**src/rtl/ddrp_params.svh**
```systemverilog
`ifndef DDRP_PARAMS_SVH
`define DDRP_PARAMS_SVH

`define DDRP_W            8
`define DDRP_CNT_W        2
`define DDRP_CNT_RST      2'h0
`define DDRP_CNT_PRE_RISE 2'h1
`define DDRP_CNT_PRE_FALL 2'h3
`define DDRP_SLOT_A_FIRST 2'h2
`define DDRP_SLOT_A_SEC   2'h3
`define DDRP_SLOT_B_FIRST 2'h0
`define DDRP_SLOT_B_SEC   2'h1
`define DDRP_DATA_RST     8'h00
`define DDRP_SYNC_STAGES  2

`endif

```
**src/rtl/ddrp_pkg.sv**
```systemverilog
`include "ddrp_params.svh"

package ddrp_pkg;

  typedef enum logic [1:0] {
    DDRP_SDR_FF    = 2'b00,
    DDRP_SDR_LATCH = 2'b01,
    DDRP_DDR       = 2'b10,
    DDRP_GEAR      = 2'b11
  } ddrp_mode_e;

  typedef enum logic [1:0] {
    DDRP_IDLE  = 2'b00,
    DDRP_ARM   = 2'b01,
    DDRP_BURST = 2'b10
  } ddrp_rd_e;

  typedef logic [`DDRP_W-1:0] ddrp_data_t;

  typedef struct packed {
    logic [`DDRP_CNT_W-1:0] cnt;
    ddrp_data_t             first_q;
    ddrp_data_t             second_q;
    ddrp_data_t             second_lat;
    ddrp_data_t             sdr_q;
    ddrp_data_t             ga_first;
    ddrp_data_t             ga_second;
    ddrp_data_t             gb_first;
    ddrp_data_t             gb_second;
    ddrp_data_t             pad;
    ddrp_rd_e               st;
    logic                   edge_sel;
    logic                   strobe_prev;
    ddrp_data_t             stage;
    logic                   stage_new;
    ddrp_data_t             rdata;
    logic                   rvalid;
  } ddrp_state_s;

endpackage

```
**src/rtl/ddrp_sync.sv**
```systemverilog
`timescale 1ns/100ps
`default_nettype none

// Two-flop synchroniser; only the second stage is visible
module ddrp_sync #(
  parameter int W = 1
) (
  input  wire logic         ref_clk_i,
  input  wire logic         resetn_i,
  input  wire logic [W-1:0] async_i,
  output logic      [W-1:0] sync_o
);

  logic [W-1:0] meta;

  always_ff @(posedge ref_clk_i)
  begin
    if (!resetn_i)
    begin
      meta   <= '0;
      sync_o <= '0;
    end
    else
    begin
      meta   <= async_i;
      sync_o <= meta;
    end
  end

endmodule

`default_nettype wire

```
**src/rtl/ddrp_io_path.sv**
```systemverilog
`timescale 1ns/100ps
`default_nettype none

`include "ddrp_params.svh"

module ddrp_io_path (
  input  wire logic                  ref_clk_i,
  input  wire logic                  resetn_i,
  input  wire ddrp_pkg::ddrp_mode_e  mode_i,
  input  wire logic [`DDRP_W-1:0]    out_data_first_phase_i,
  input  wire logic [`DDRP_W-1:0]    out_data_second_phase_i,
  input  wire logic [`DDRP_W-1:0]    gearbox_stream_a_first_i,
  input  wire logic [`DDRP_W-1:0]    gearbox_stream_a_second_i,
  input  wire logic [`DDRP_W-1:0]    gearbox_stream_b_first_i,
  input  wire logic [`DDRP_W-1:0]    gearbox_stream_b_second_i,
  input  wire logic                  write_en_i,
  input  wire logic                  read_start_i,
  input  wire logic                  read_done_i,
  input  wire logic                  strobe_i,
  input  wire logic [`DDRP_W-1:0]    read_pad_i,
  output logic      [`DDRP_W-1:0]    pad_output_value_o,
  output logic                       out_clk_o,
  output logic                       write_strobe_quarter_shift_o,
  output logic                       write_strobe_oe_o,
  output logic                       sync_clock_edge_select_o,
  output logic      [`DDRP_W-1:0]    read_data_o,
  output logic                       read_valid_o,
  output logic                       read_busy_o
);

  // ==========================================================
  // Pin synchronisers
  logic                 strobe_s;
  logic                 strobe_n_s;
  logic [`DDRP_W-1:0]   rpad_s;

  // Synchronised inverted so reset matches idle-high pin; no false preamble
  ddrp_sync #(.W(1)) u_sync_strobe (
    .ref_clk_i (ref_clk_i),
    .resetn_i  (resetn_i),
    .async_i   (~strobe_i),
    .sync_o    (strobe_n_s)
  );

  assign strobe_s = ~strobe_n_s;

  ddrp_sync #(.W(`DDRP_W)) u_sync_rpad (
    .ref_clk_i (ref_clk_i),
    .resetn_i  (resetn_i),
    .async_i   (read_pad_i),
    .sync_o    (rpad_s)
  );

  // ==========================================================
  // State
  ddrp_pkg::ddrp_state_s s;
  ddrp_pkg::ddrp_state_s next_s;
  logic                  rise_en;
  logic                  fall_en;
  logic                  next_oclk;
  logic                  pre_fall;
  logic                  sync_en;

  assign rise_en   = (s.cnt == `DDRP_CNT_PRE_RISE);
  assign fall_en   = (s.cnt == `DDRP_CNT_PRE_FALL);
  // Termination holds the idle strobe high; preamble pulls it low
  assign pre_fall  = s.strobe_prev & ~strobe_s;
  assign sync_en   = s.edge_sel ? fall_en : rise_en;

  always_comb
  begin
    next_s     = s;
    next_s.cnt = s.cnt + `DDRP_CNT_W'(1);
    next_oclk  = next_s.cnt[`DDRP_CNT_W-1];

    if (rise_en)
    begin
      next_s.first_q  = out_data_first_phase_i;
      next_s.second_q = out_data_second_phase_i;
    end
    if (fall_en)
      next_s.second_lat = s.second_q;

    if ((mode_i == ddrp_pkg::DDRP_SDR_FF && rise_en) ||
        (mode_i == ddrp_pkg::DDRP_SDR_LATCH && next_oclk))
      next_s.sdr_q = out_data_first_phase_i;

    if (rise_en)
    begin
      next_s.ga_first  = gearbox_stream_a_first_i;
      next_s.ga_second = gearbox_stream_a_second_i;
      next_s.gb_first  = gearbox_stream_b_first_i;
      next_s.gb_second = gearbox_stream_b_second_i;
    end

    // mode decides which storage feeds the pad
    unique case (mode_i)
      ddrp_pkg::DDRP_SDR_FF,
      ddrp_pkg::DDRP_SDR_LATCH:
        next_s.pad = next_s.sdr_q;
      ddrp_pkg::DDRP_DDR:
        next_s.pad = next_oclk ? next_s.first_q : next_s.second_lat;
      ddrp_pkg::DDRP_GEAR:
        unique case (next_s.cnt)
          `DDRP_SLOT_A_FIRST: next_s.pad = next_s.ga_first;
          `DDRP_SLOT_A_SEC:   next_s.pad = next_s.ga_second;
          `DDRP_SLOT_B_FIRST: next_s.pad = next_s.gb_first;
          `DDRP_SLOT_B_SEC:   next_s.pad = next_s.gb_second;
        endcase
    endcase

    // Read side
    next_s.strobe_prev = strobe_s;
    next_s.rvalid      = 1'b0;
    unique case (s.st)
      ddrp_pkg::DDRP_IDLE:
        if (read_start_i)
          next_s.st = ddrp_pkg::DDRP_ARM;
      ddrp_pkg::DDRP_ARM:
        if (pre_fall)
        begin
          next_s.st       = ddrp_pkg::DDRP_BURST;
          next_s.edge_sel = s.cnt[`DDRP_CNT_W-1];
        end
      ddrp_pkg::DDRP_BURST:
      begin
        if (s.strobe_prev != strobe_s)
        begin
          next_s.stage     = rpad_s;
          next_s.stage_new = 1'b1;
        end
        if (read_done_i)
          next_s.st = ddrp_pkg::DDRP_IDLE;
      end
      default:
        next_s.st = ddrp_pkg::DDRP_IDLE;
    endcase

    if (sync_en && s.stage_new)
    begin
      next_s.rdata     = s.stage;
      next_s.rvalid    = 1'b1;
      next_s.stage_new = (s.st == ddrp_pkg::DDRP_BURST) && (s.strobe_prev != strobe_s);
    end
  end

  always_ff @(posedge ref_clk_i)
  begin
    if (!resetn_i)
    begin
      s             <= '0;
      s.cnt         <= `DDRP_CNT_RST;
      s.st          <= ddrp_pkg::DDRP_IDLE;
      s.strobe_prev <= 1'b1;
    end
    else
      s <= next_s;
  end

  // ==========================================================
  // Outputs
  assign pad_output_value_o           = s.pad;
  assign out_clk_o                    = s.cnt[`DDRP_CNT_W-1];
  assign write_strobe_quarter_shift_o = s.cnt[1] ~^ s.cnt[0];
  assign write_strobe_oe_o            = write_en_i;
  assign sync_clock_edge_select_o     = s.edge_sel;
  assign read_data_o                  = s.rdata;
  assign read_valid_o                 = s.rvalid;
  assign read_busy_o                  = (s.st != ddrp_pkg::DDRP_IDLE);

  // ==========================================================
  // Checks
  chk_ddr_first_half: assert property (
    @(posedge ref_clk_i) disable iff (!resetn_i)
    (s.cnt == `DDRP_SLOT_A_FIRST && $past(mode_i) == ddrp_pkg::DDRP_DDR)
      |-> s.pad == $past(out_data_first_phase_i))
    else $error("ddr first half wrong");

  chk_ddr_second_half: assert property (
    @(posedge ref_clk_i) disable iff (!resetn_i)
    (s.cnt == `DDRP_SLOT_B_FIRST && $past(mode_i) == ddrp_pkg::DDRP_DDR &&
     $past(mode_i, 3) == ddrp_pkg::DDRP_DDR)
      |-> s.pad == $past(out_data_second_phase_i, 3))
    else $error("ddr second half wrong");

  chk_sdr_ff_hold: assert property (
    @(posedge ref_clk_i) disable iff (!resetn_i)
    (mode_i == ddrp_pkg::DDRP_SDR_FF && $past(mode_i) == ddrp_pkg::DDRP_SDR_FF &&
     s.cnt != `DDRP_SLOT_A_FIRST) |-> $stable(pad_output_value_o))
    else $error("sdr flop changed off edge");

  chk_gear_order: assert property (
    @(posedge ref_clk_i) disable iff (!resetn_i)
    (s.cnt == `DDRP_SLOT_B_SEC && $past(mode_i) == ddrp_pkg::DDRP_GEAR &&
     $past(s.cnt, 4) == `DDRP_SLOT_B_SEC)
      |-> s.pad == $past(gearbox_stream_b_second_i, 4))
    else $error("gearbox slot wrong");

  chk_pol_eval: assert property (
    @(posedge ref_clk_i) disable iff (!resetn_i)
    (s.st == ddrp_pkg::DDRP_ARM && pre_fall)
      |=> (s.st == ddrp_pkg::DDRP_BURST && s.edge_sel == $past(out_clk_o)))
    else $error("polarity not set at preamble");

  chk_pol_hold: assert property (
    @(posedge ref_clk_i) disable iff (!resetn_i)
    (s.st == ddrp_pkg::DDRP_BURST && $past(s.st) == ddrp_pkg::DDRP_BURST)
      |-> $stable(sync_clock_edge_select_o))
    else $error("polarity moved in burst");

  chk_read_arm: assert property (
    @(posedge ref_clk_i) disable iff (!resetn_i)
    (s.st == ddrp_pkg::DDRP_IDLE && read_start_i) |=> s.st == ddrp_pkg::DDRP_ARM)
    else $error("read not armed");

  chk_sync_phase: assert property (
    @(posedge ref_clk_i) disable iff (!resetn_i)
    read_valid_o |-> (s.edge_sel ? s.cnt == `DDRP_SLOT_B_FIRST : s.cnt == `DDRP_SLOT_A_FIRST))
    else $error("sync on wrong edge");

  chk_quarter_shift: assert property (
    @(posedge ref_clk_i) disable iff (!resetn_i)
    $rose(out_clk_o) |=> $rose(write_strobe_quarter_shift_o) ##2 $fell(write_strobe_quarter_shift_o))
    else $error("write strobe not shifted");

  cov_ddr: cover property (@(posedge ref_clk_i) disable iff (!resetn_i)
    mode_i == ddrp_pkg::DDRP_DDR && s.cnt == `DDRP_SLOT_B_FIRST);
  cov_gear: cover property (@(posedge ref_clk_i) disable iff (!resetn_i)
    mode_i == ddrp_pkg::DDRP_GEAR && s.cnt == `DDRP_SLOT_B_SEC);
  cov_neg_edge: cover property (@(posedge ref_clk_i) disable iff (!resetn_i)
    read_valid_o && s.edge_sel);
  cov_read: cover property (@(posedge ref_clk_i) disable iff (!resetn_i)
    s.st == ddrp_pkg::DDRP_BURST ##1 read_valid_o);

endmodule

`default_nettype wire

```
**config.mk**
```make
export PLATFORM = sky130hd
export DESIGN_NAME = ddrp_io_path
export DESIGN_NICKNAME = d
export VERILOG_FILES = /design/src/rtl/ddrp_pkg.sv /design/src/rtl/ddrp_sync.sv /design/src/rtl/ddrp_io_path.sv
export VERILOG_INCLUDE_DIRS = /design/src /design/src/rtl
export SDC_FILE = /design/constraint.sdc
export NUM_CORES = 1
export LEC_CHECK = 0
export BUFFER_PORTS_ARGS = -buffer_cell sky130_fd_sc_hd__buf_4
export CORE_MARGIN = 2
export CORE_UTILIZATION = 49
export CTS_CLUSTER_DIAMETER = 200
export DETAILED_ROUTE_END_ITERATION = 16
export GPL_TIMING_DRIVEN = 0
export PLACE_DENSITY = 0.74
export SYNTH_ARGS = -nofsm -noshare
export SYNTH_HDL_FRONTEND = slang
export SYNTH_HIERARCHICAL = 1
export SYNTH_SLANG_ARGS = --single-unit
```
**constraint.sdc**
```tcl
create_clock -name ref_clk_i -period 1.7 [get_ports ref_clk_i]
set_input_delay 0.34 -clock ref_clk_i [delete_from_list [all_inputs] [get_ports ref_clk_i]]
set_output_delay 0.34 -clock ref_clk_i [all_outputs]
set_load 0.05 [all_outputs]
```
==> results <==
- The library cell used as clock root buffer is sky130_fd_sc_hd__clkbuf_8.
- After synthesis, the most frequently instantiated cells are 106 x sky130_fd_sc_hd__dfxtp_1, 79 x sky130_fd_sc_hd__nor2_1, 72 x sky130_fd_sc_hd__mux2i_1, 21 x sky130_fd_sc_hd__buf_4, 14 x sky130_fd_sc_hd__nand2_1.
- Synthesis inferred 106 register bits.
- In this run the mean area of a mapped cell was 10.1 µm².
- The combined global-route utilization of all metal layers is 21.1%.
- The total number of H-tree levels is 3.
- Setup violations remaining at the end of the flow were counted as 7.
- In this run the worst path has a maximum fanout of 4.
- The synthesis-to-finish area growth is 31.1%.
- The layout cell share with drive strength beyond 1 is 35.6%.
- Sorting the synthesized cells by area gives the leading types as sky130_fd_sc_hd__dfxtp_1 51%, sky130_fd_sc_hd__mux2i_1 17%, sky130_fd_sc_hd__nor2_1 7.1%, sky130_fd_sc_hd__buf_4 3.8%, sky130_fd_sc_hd__and2_2 2.1%.
- The overall overflow remaining after global route is 0.
- The minimum clock period is 1750 ps.
- TritonCTS built the clock tree.
- For this run, the leading register cell type out of synthesis is sky130_fd_sc_hd__dfxtp_1.
- The hold violation count in the final report is 0.
- The slowest cell on the critical path is sky130_fd_sc_hd__dfxtp_4.
- The total net switching power is 1.48 mW.
- The tightest slew margin relative to the limit is 59.3%.
- The clock latency on the worst-skew pair is 380 ps.
- Cell internal power was estimated by the tool at 3.76 mW.
- Cells fill 66.7% of the core in the end.
- Dividing the detail-routed wire length by the instance count gives 14.6 µm.
- The final net count is 595.
- The placed wire-length estimate after detailed placement is 6620 µm.
- The core region is 8260 µm².
- The first-pass GRT wire length is 15000 µm.
- The height of the chip is 96.6 µm.
- For this run, design rule violations remaining after detail routing come to 0.
- The final worst clock skew is 12.0 ps.
- The summed area of non-filler cells in the final layout is 5510 µm².
- The layout filler cell count is 650.
- The design draws 5.24 mW.
- The count of antenna-violating nets left after detailed routing is 0.
- 86 I/O pins were placed.
- Entering global routing, the biggest net connects 22 pins.
- The worst setup path is captured at a primary output.
- The count of distinct cell types in the synthesized netlist is 36.
- The final estimated routing congestion in global placement is 0.782.
- The launching element type of the critical path is a flop.
- Across the run, the number of max-cap violations was 0.
- The library cell occupying the most area in the post-synthesis netlist is sky130_fd_sc_hd__dfxtp_1.
- The initial antenna violation count came to 0.
- The max-slew violation total from the final report came to 0.
- The largest single stage delay on the critical path is 390 ps.
- Input and output buffers added on the ports amount to 83.
- The wire length after detailed routing is 9290 µm.
- The cell family contributing the most delay on the critical path is flip-flops.
- For this design, the sink count on the clock tree is 106.
- The via count of the first global-routing pass is 3175.
- The transition time at the pin with the least slew margin is 610 ps.
- Based on the critical path, the design can be clocked at up to 0.571 GHz.
- The pre-antenna-repair detailed-routing pass consisted of 5 iterations.
- The horizontal extent of the die is 96.6 µm.
- The number of diodes is 0.
- During synthesis, Yosys emitted a total of 6 warnings.
- The critical path goes through inv_4 -> ha_4 -> clkinvlp_4 -> buf_6.
- The synthesized netlist occupies a cell area of 4200 µm².
- The combinational share of power is 18.2%.
- The category of the critical setup timing path is flop to primary output.
- The flow ran to the end, but the final reports show violations.
- The number of enable-type register cells in the synthesized netlist is 0.
- Across all layers, the routed design uses 3225 vias.
- Setup repair after global routing could not meet its margin everywhere.
- The minimum setup slack in the final design is -52.6 ps.
- The number of buffers between clock root and the deepest sink is 2.
- The leakage dissipation is 2.38 nW.
- Synthesis produced a netlist whose cell count is 417.
- Counting every net in the synthesized netlist gives 486.
- In the synthesized netlist the async set-or-reset flop fraction comes to 0%.
- The register clock-pin slew on the reported worst setup and hold paths is 110 ps.
- IR analysis of the VDD net gives a maximum drop of 0.000690 V.
- The share of total power dissipated in the clock network is 31.0%.
- After detailed routing, the number of vias per cell comes to 5.07.
- Once the floorplan was initialized, standard cells occupied 50.9% of the core.
- The final clock period utilization by the worst path is 103%.
- The portion of the post-synthesis area used by sequential elements is 50.5%.
- Prior to clock tree synthesis, the placed netlist has a worst setup slack of -258 ps.
- After the first detailed-routing iteration, the DRC count stood at 124.
- Data on the critical path is required at its endpoint by 1360 ps.
- The sequential group share of total power is 50.8%.
- The checks that failed: negative setup slack.
- The most common cell in the synthesized netlist is sky130_fd_sc_hd__dfxtp_1.
- The worst min-delay path category is input port to flop.
- The number of clock buffers inserted by TritonCTS is 9.
- The number of buffer and inverter stages on the critical path is 3.
- The top cell type by area accounts for 50.5% of the synthesized area.
- The switching share of power is 28.2%.
- The die covers 9330 µm².
- The placed instances occupy a cell area of 4980 µm².
- In this run the power density over the cells is 951 nW/µm².
- The floorplan has 33 rows.
- The arrival time reported for the critical path endpoint is 1410 ps.
[registers in the layout, indices dropped and copies added, names as in the netlist]
signal	flops
pad_output_value_o	8
read_valid_o	1
u_sync_rpad/sync_o	8
u_sync_rpad/meta	8
u_sync_strobe/sync_o	1
s	69
sync_clock_edge_select_o	1
out_clk_o	1
read_data_o	8
u_sync_strobe/meta	1
[through the flow]
stage | hold slack (ps) | setup TNS (ps) | instances
2_1_floorplan | 362 | -568 | 417
3_3_place_gp | 368 | -1420 | 605
3_5_place_dp | 385 | -2140 | 605
4_1_cts | 164 | -278 | 630
5_1_grt | 154 | -809 | 636
6_report | 178 | -160 | 636
[final timing paths]
kind                                   startpoint                                to  slack (ps)  depth (start not counted)
setup / recovery             out_clk_o$_SDFF_PN0_      write_strobe_quarter_shift_o         -50                          4
setup reg to reg             out_clk_o$_SDFF_PN0_  pad_output_value_o[1]$_SDFF_PN0_         -30                          8
hold reg to reg   u_sync_strobe/sync_o$_SDFF_PN0_                  s[18]$_SDFF_PN1_         410                          1
hold / removal                      read_pad_i[7]    u_sync_rpad/meta[7]$_SDFF_PN0_         180                          2
[layer usage]
metal | wire length [µm] | GRT usage (%) | part of all wire [%] | vias to the layer above
met3 | 564 | 5.35 | 6.1 | 7
met1 | 3930 | 25.9 | 42 | 1516
met4 | 68 | 5.16 | 0.73 | 0
met2 | 4720 | 37.0 | 51 | 85
li1 | - | - | - | 1617
met5 | 0 | 0 | 0 | -
[final cells by class]
| class | instances | area [µm²] | share of cell area, % |
|---|---|---|---|
| flip-flops and latches | 106 | 2130 | 38.7 |
| well taps | 105 | 131 | 2.39 |
| clock inverters | 6 | 77.6 | 1.41 |
| clock buffers | 10 | 149 | 2.70 |
| multi-input cells | 258 | 1870 | 34.0 |
| repair buffers | 100 | 776 | 14.1 |
| plain buffers | 41 | 324 | 5.88 |
| inverters | 10 | 47.5 | 0.863 |
[power groups by stage]
stage / clock [mW] / sequential [mW] / combinational (mW)
finish: 1.62 / 2.66 / 0.954
global placement: 0 / 2.71 / 0.793
CTS: 1.66 / 2.66 / 0.906
global route: 1.78 / 2.67 / 1.02
detailed placement: 0 / 2.71 / 0.807
floorplan: 0 / 2.71 / 0.538
[timing repair]
action	CTS	global route
buffers inserted	11	5
hold buffers	0	0
endpoints found under the setup margin	54	46
cloned	0	1
pin swaps	9	12
gates resized for setup	24	22
[layout by cell type (no fill, tap or decap), types with 4 or more instances in the layout]
cell type | netlist | layout
sky130_fd_sc_hd__a222oi_1 | 5 | 5
sky130_fd_sc_hd__buf_4 | 21 | 112
sky130_fd_sc_hd__o22ai_1 | 6 | 5
sky130_fd_sc_hd__clkbuf_1 | 9 | 7
sky130_fd_sc_hd__buf_6 | 4 | 13
sky130_fd_sc_hd__nand2_1 | 14 | 12
sky130_fd_sc_hd__o31a_1 | 6 | 6
sky130_fd_sc_hd__nor2_1 | 79 | 79
sky130_fd_sc_hd__inv_1 | 8 | 5
sky130_fd_sc_hd__and2_2 | 12 | 12
sky130_fd_sc_hd__o21ai_0 | 12 | 9
sky130_fd_sc_hd__and2_1 | 7 | 7
sky130_fd_sc_hd__dfxtp_1 | 106 | 104
sky130_fd_sc_hd__clkbuf_8 | 0 | 9
sky130_fd_sc_hd__mux2i_2 | 0 | 4
sky130_fd_sc_hd__mux2i_1 | 72 | 66
sky130_fd_sc_hd__a21oi_1 | 13 | 12
[worst reg2reg max path, cell delays in order (launching register included)]
cell and delay, ps:
sky130_fd_sc_hd__dfxtp_4 390, sky130_fd_sc_hd__inv_4 40, sky130_fd_sc_hd__ha_4 290, sky130_fd_sc_hd__clkinvlp_4 130, sky130_fd_sc_hd__buf_6 150, sky130_fd_sc_hd__nand3b_1 110, sky130_fd_sc_hd__buf_6 140, sky130_fd_sc_hd__o22ai_1 70
sky130_fd_sc_hd__o31a_1 300
[cell families (layout without fill, tap and decap cells)]
logic type / Yosys count / after routing / share of synthesized area [%]
buffers and inverters: 53 / 167 / 7.51
AOI/OAI and AO/OA: 56 / 56 / 8.97
and+or+nand+nor: 121 / 121 / 13.0
muxes: 76 / 76 / 18.5
adders and majority gates: 5 / 5 / 1.49
DFF: 106 / 106 / 50.5
No activity file was read; power rests on OpenSTA's default activity.
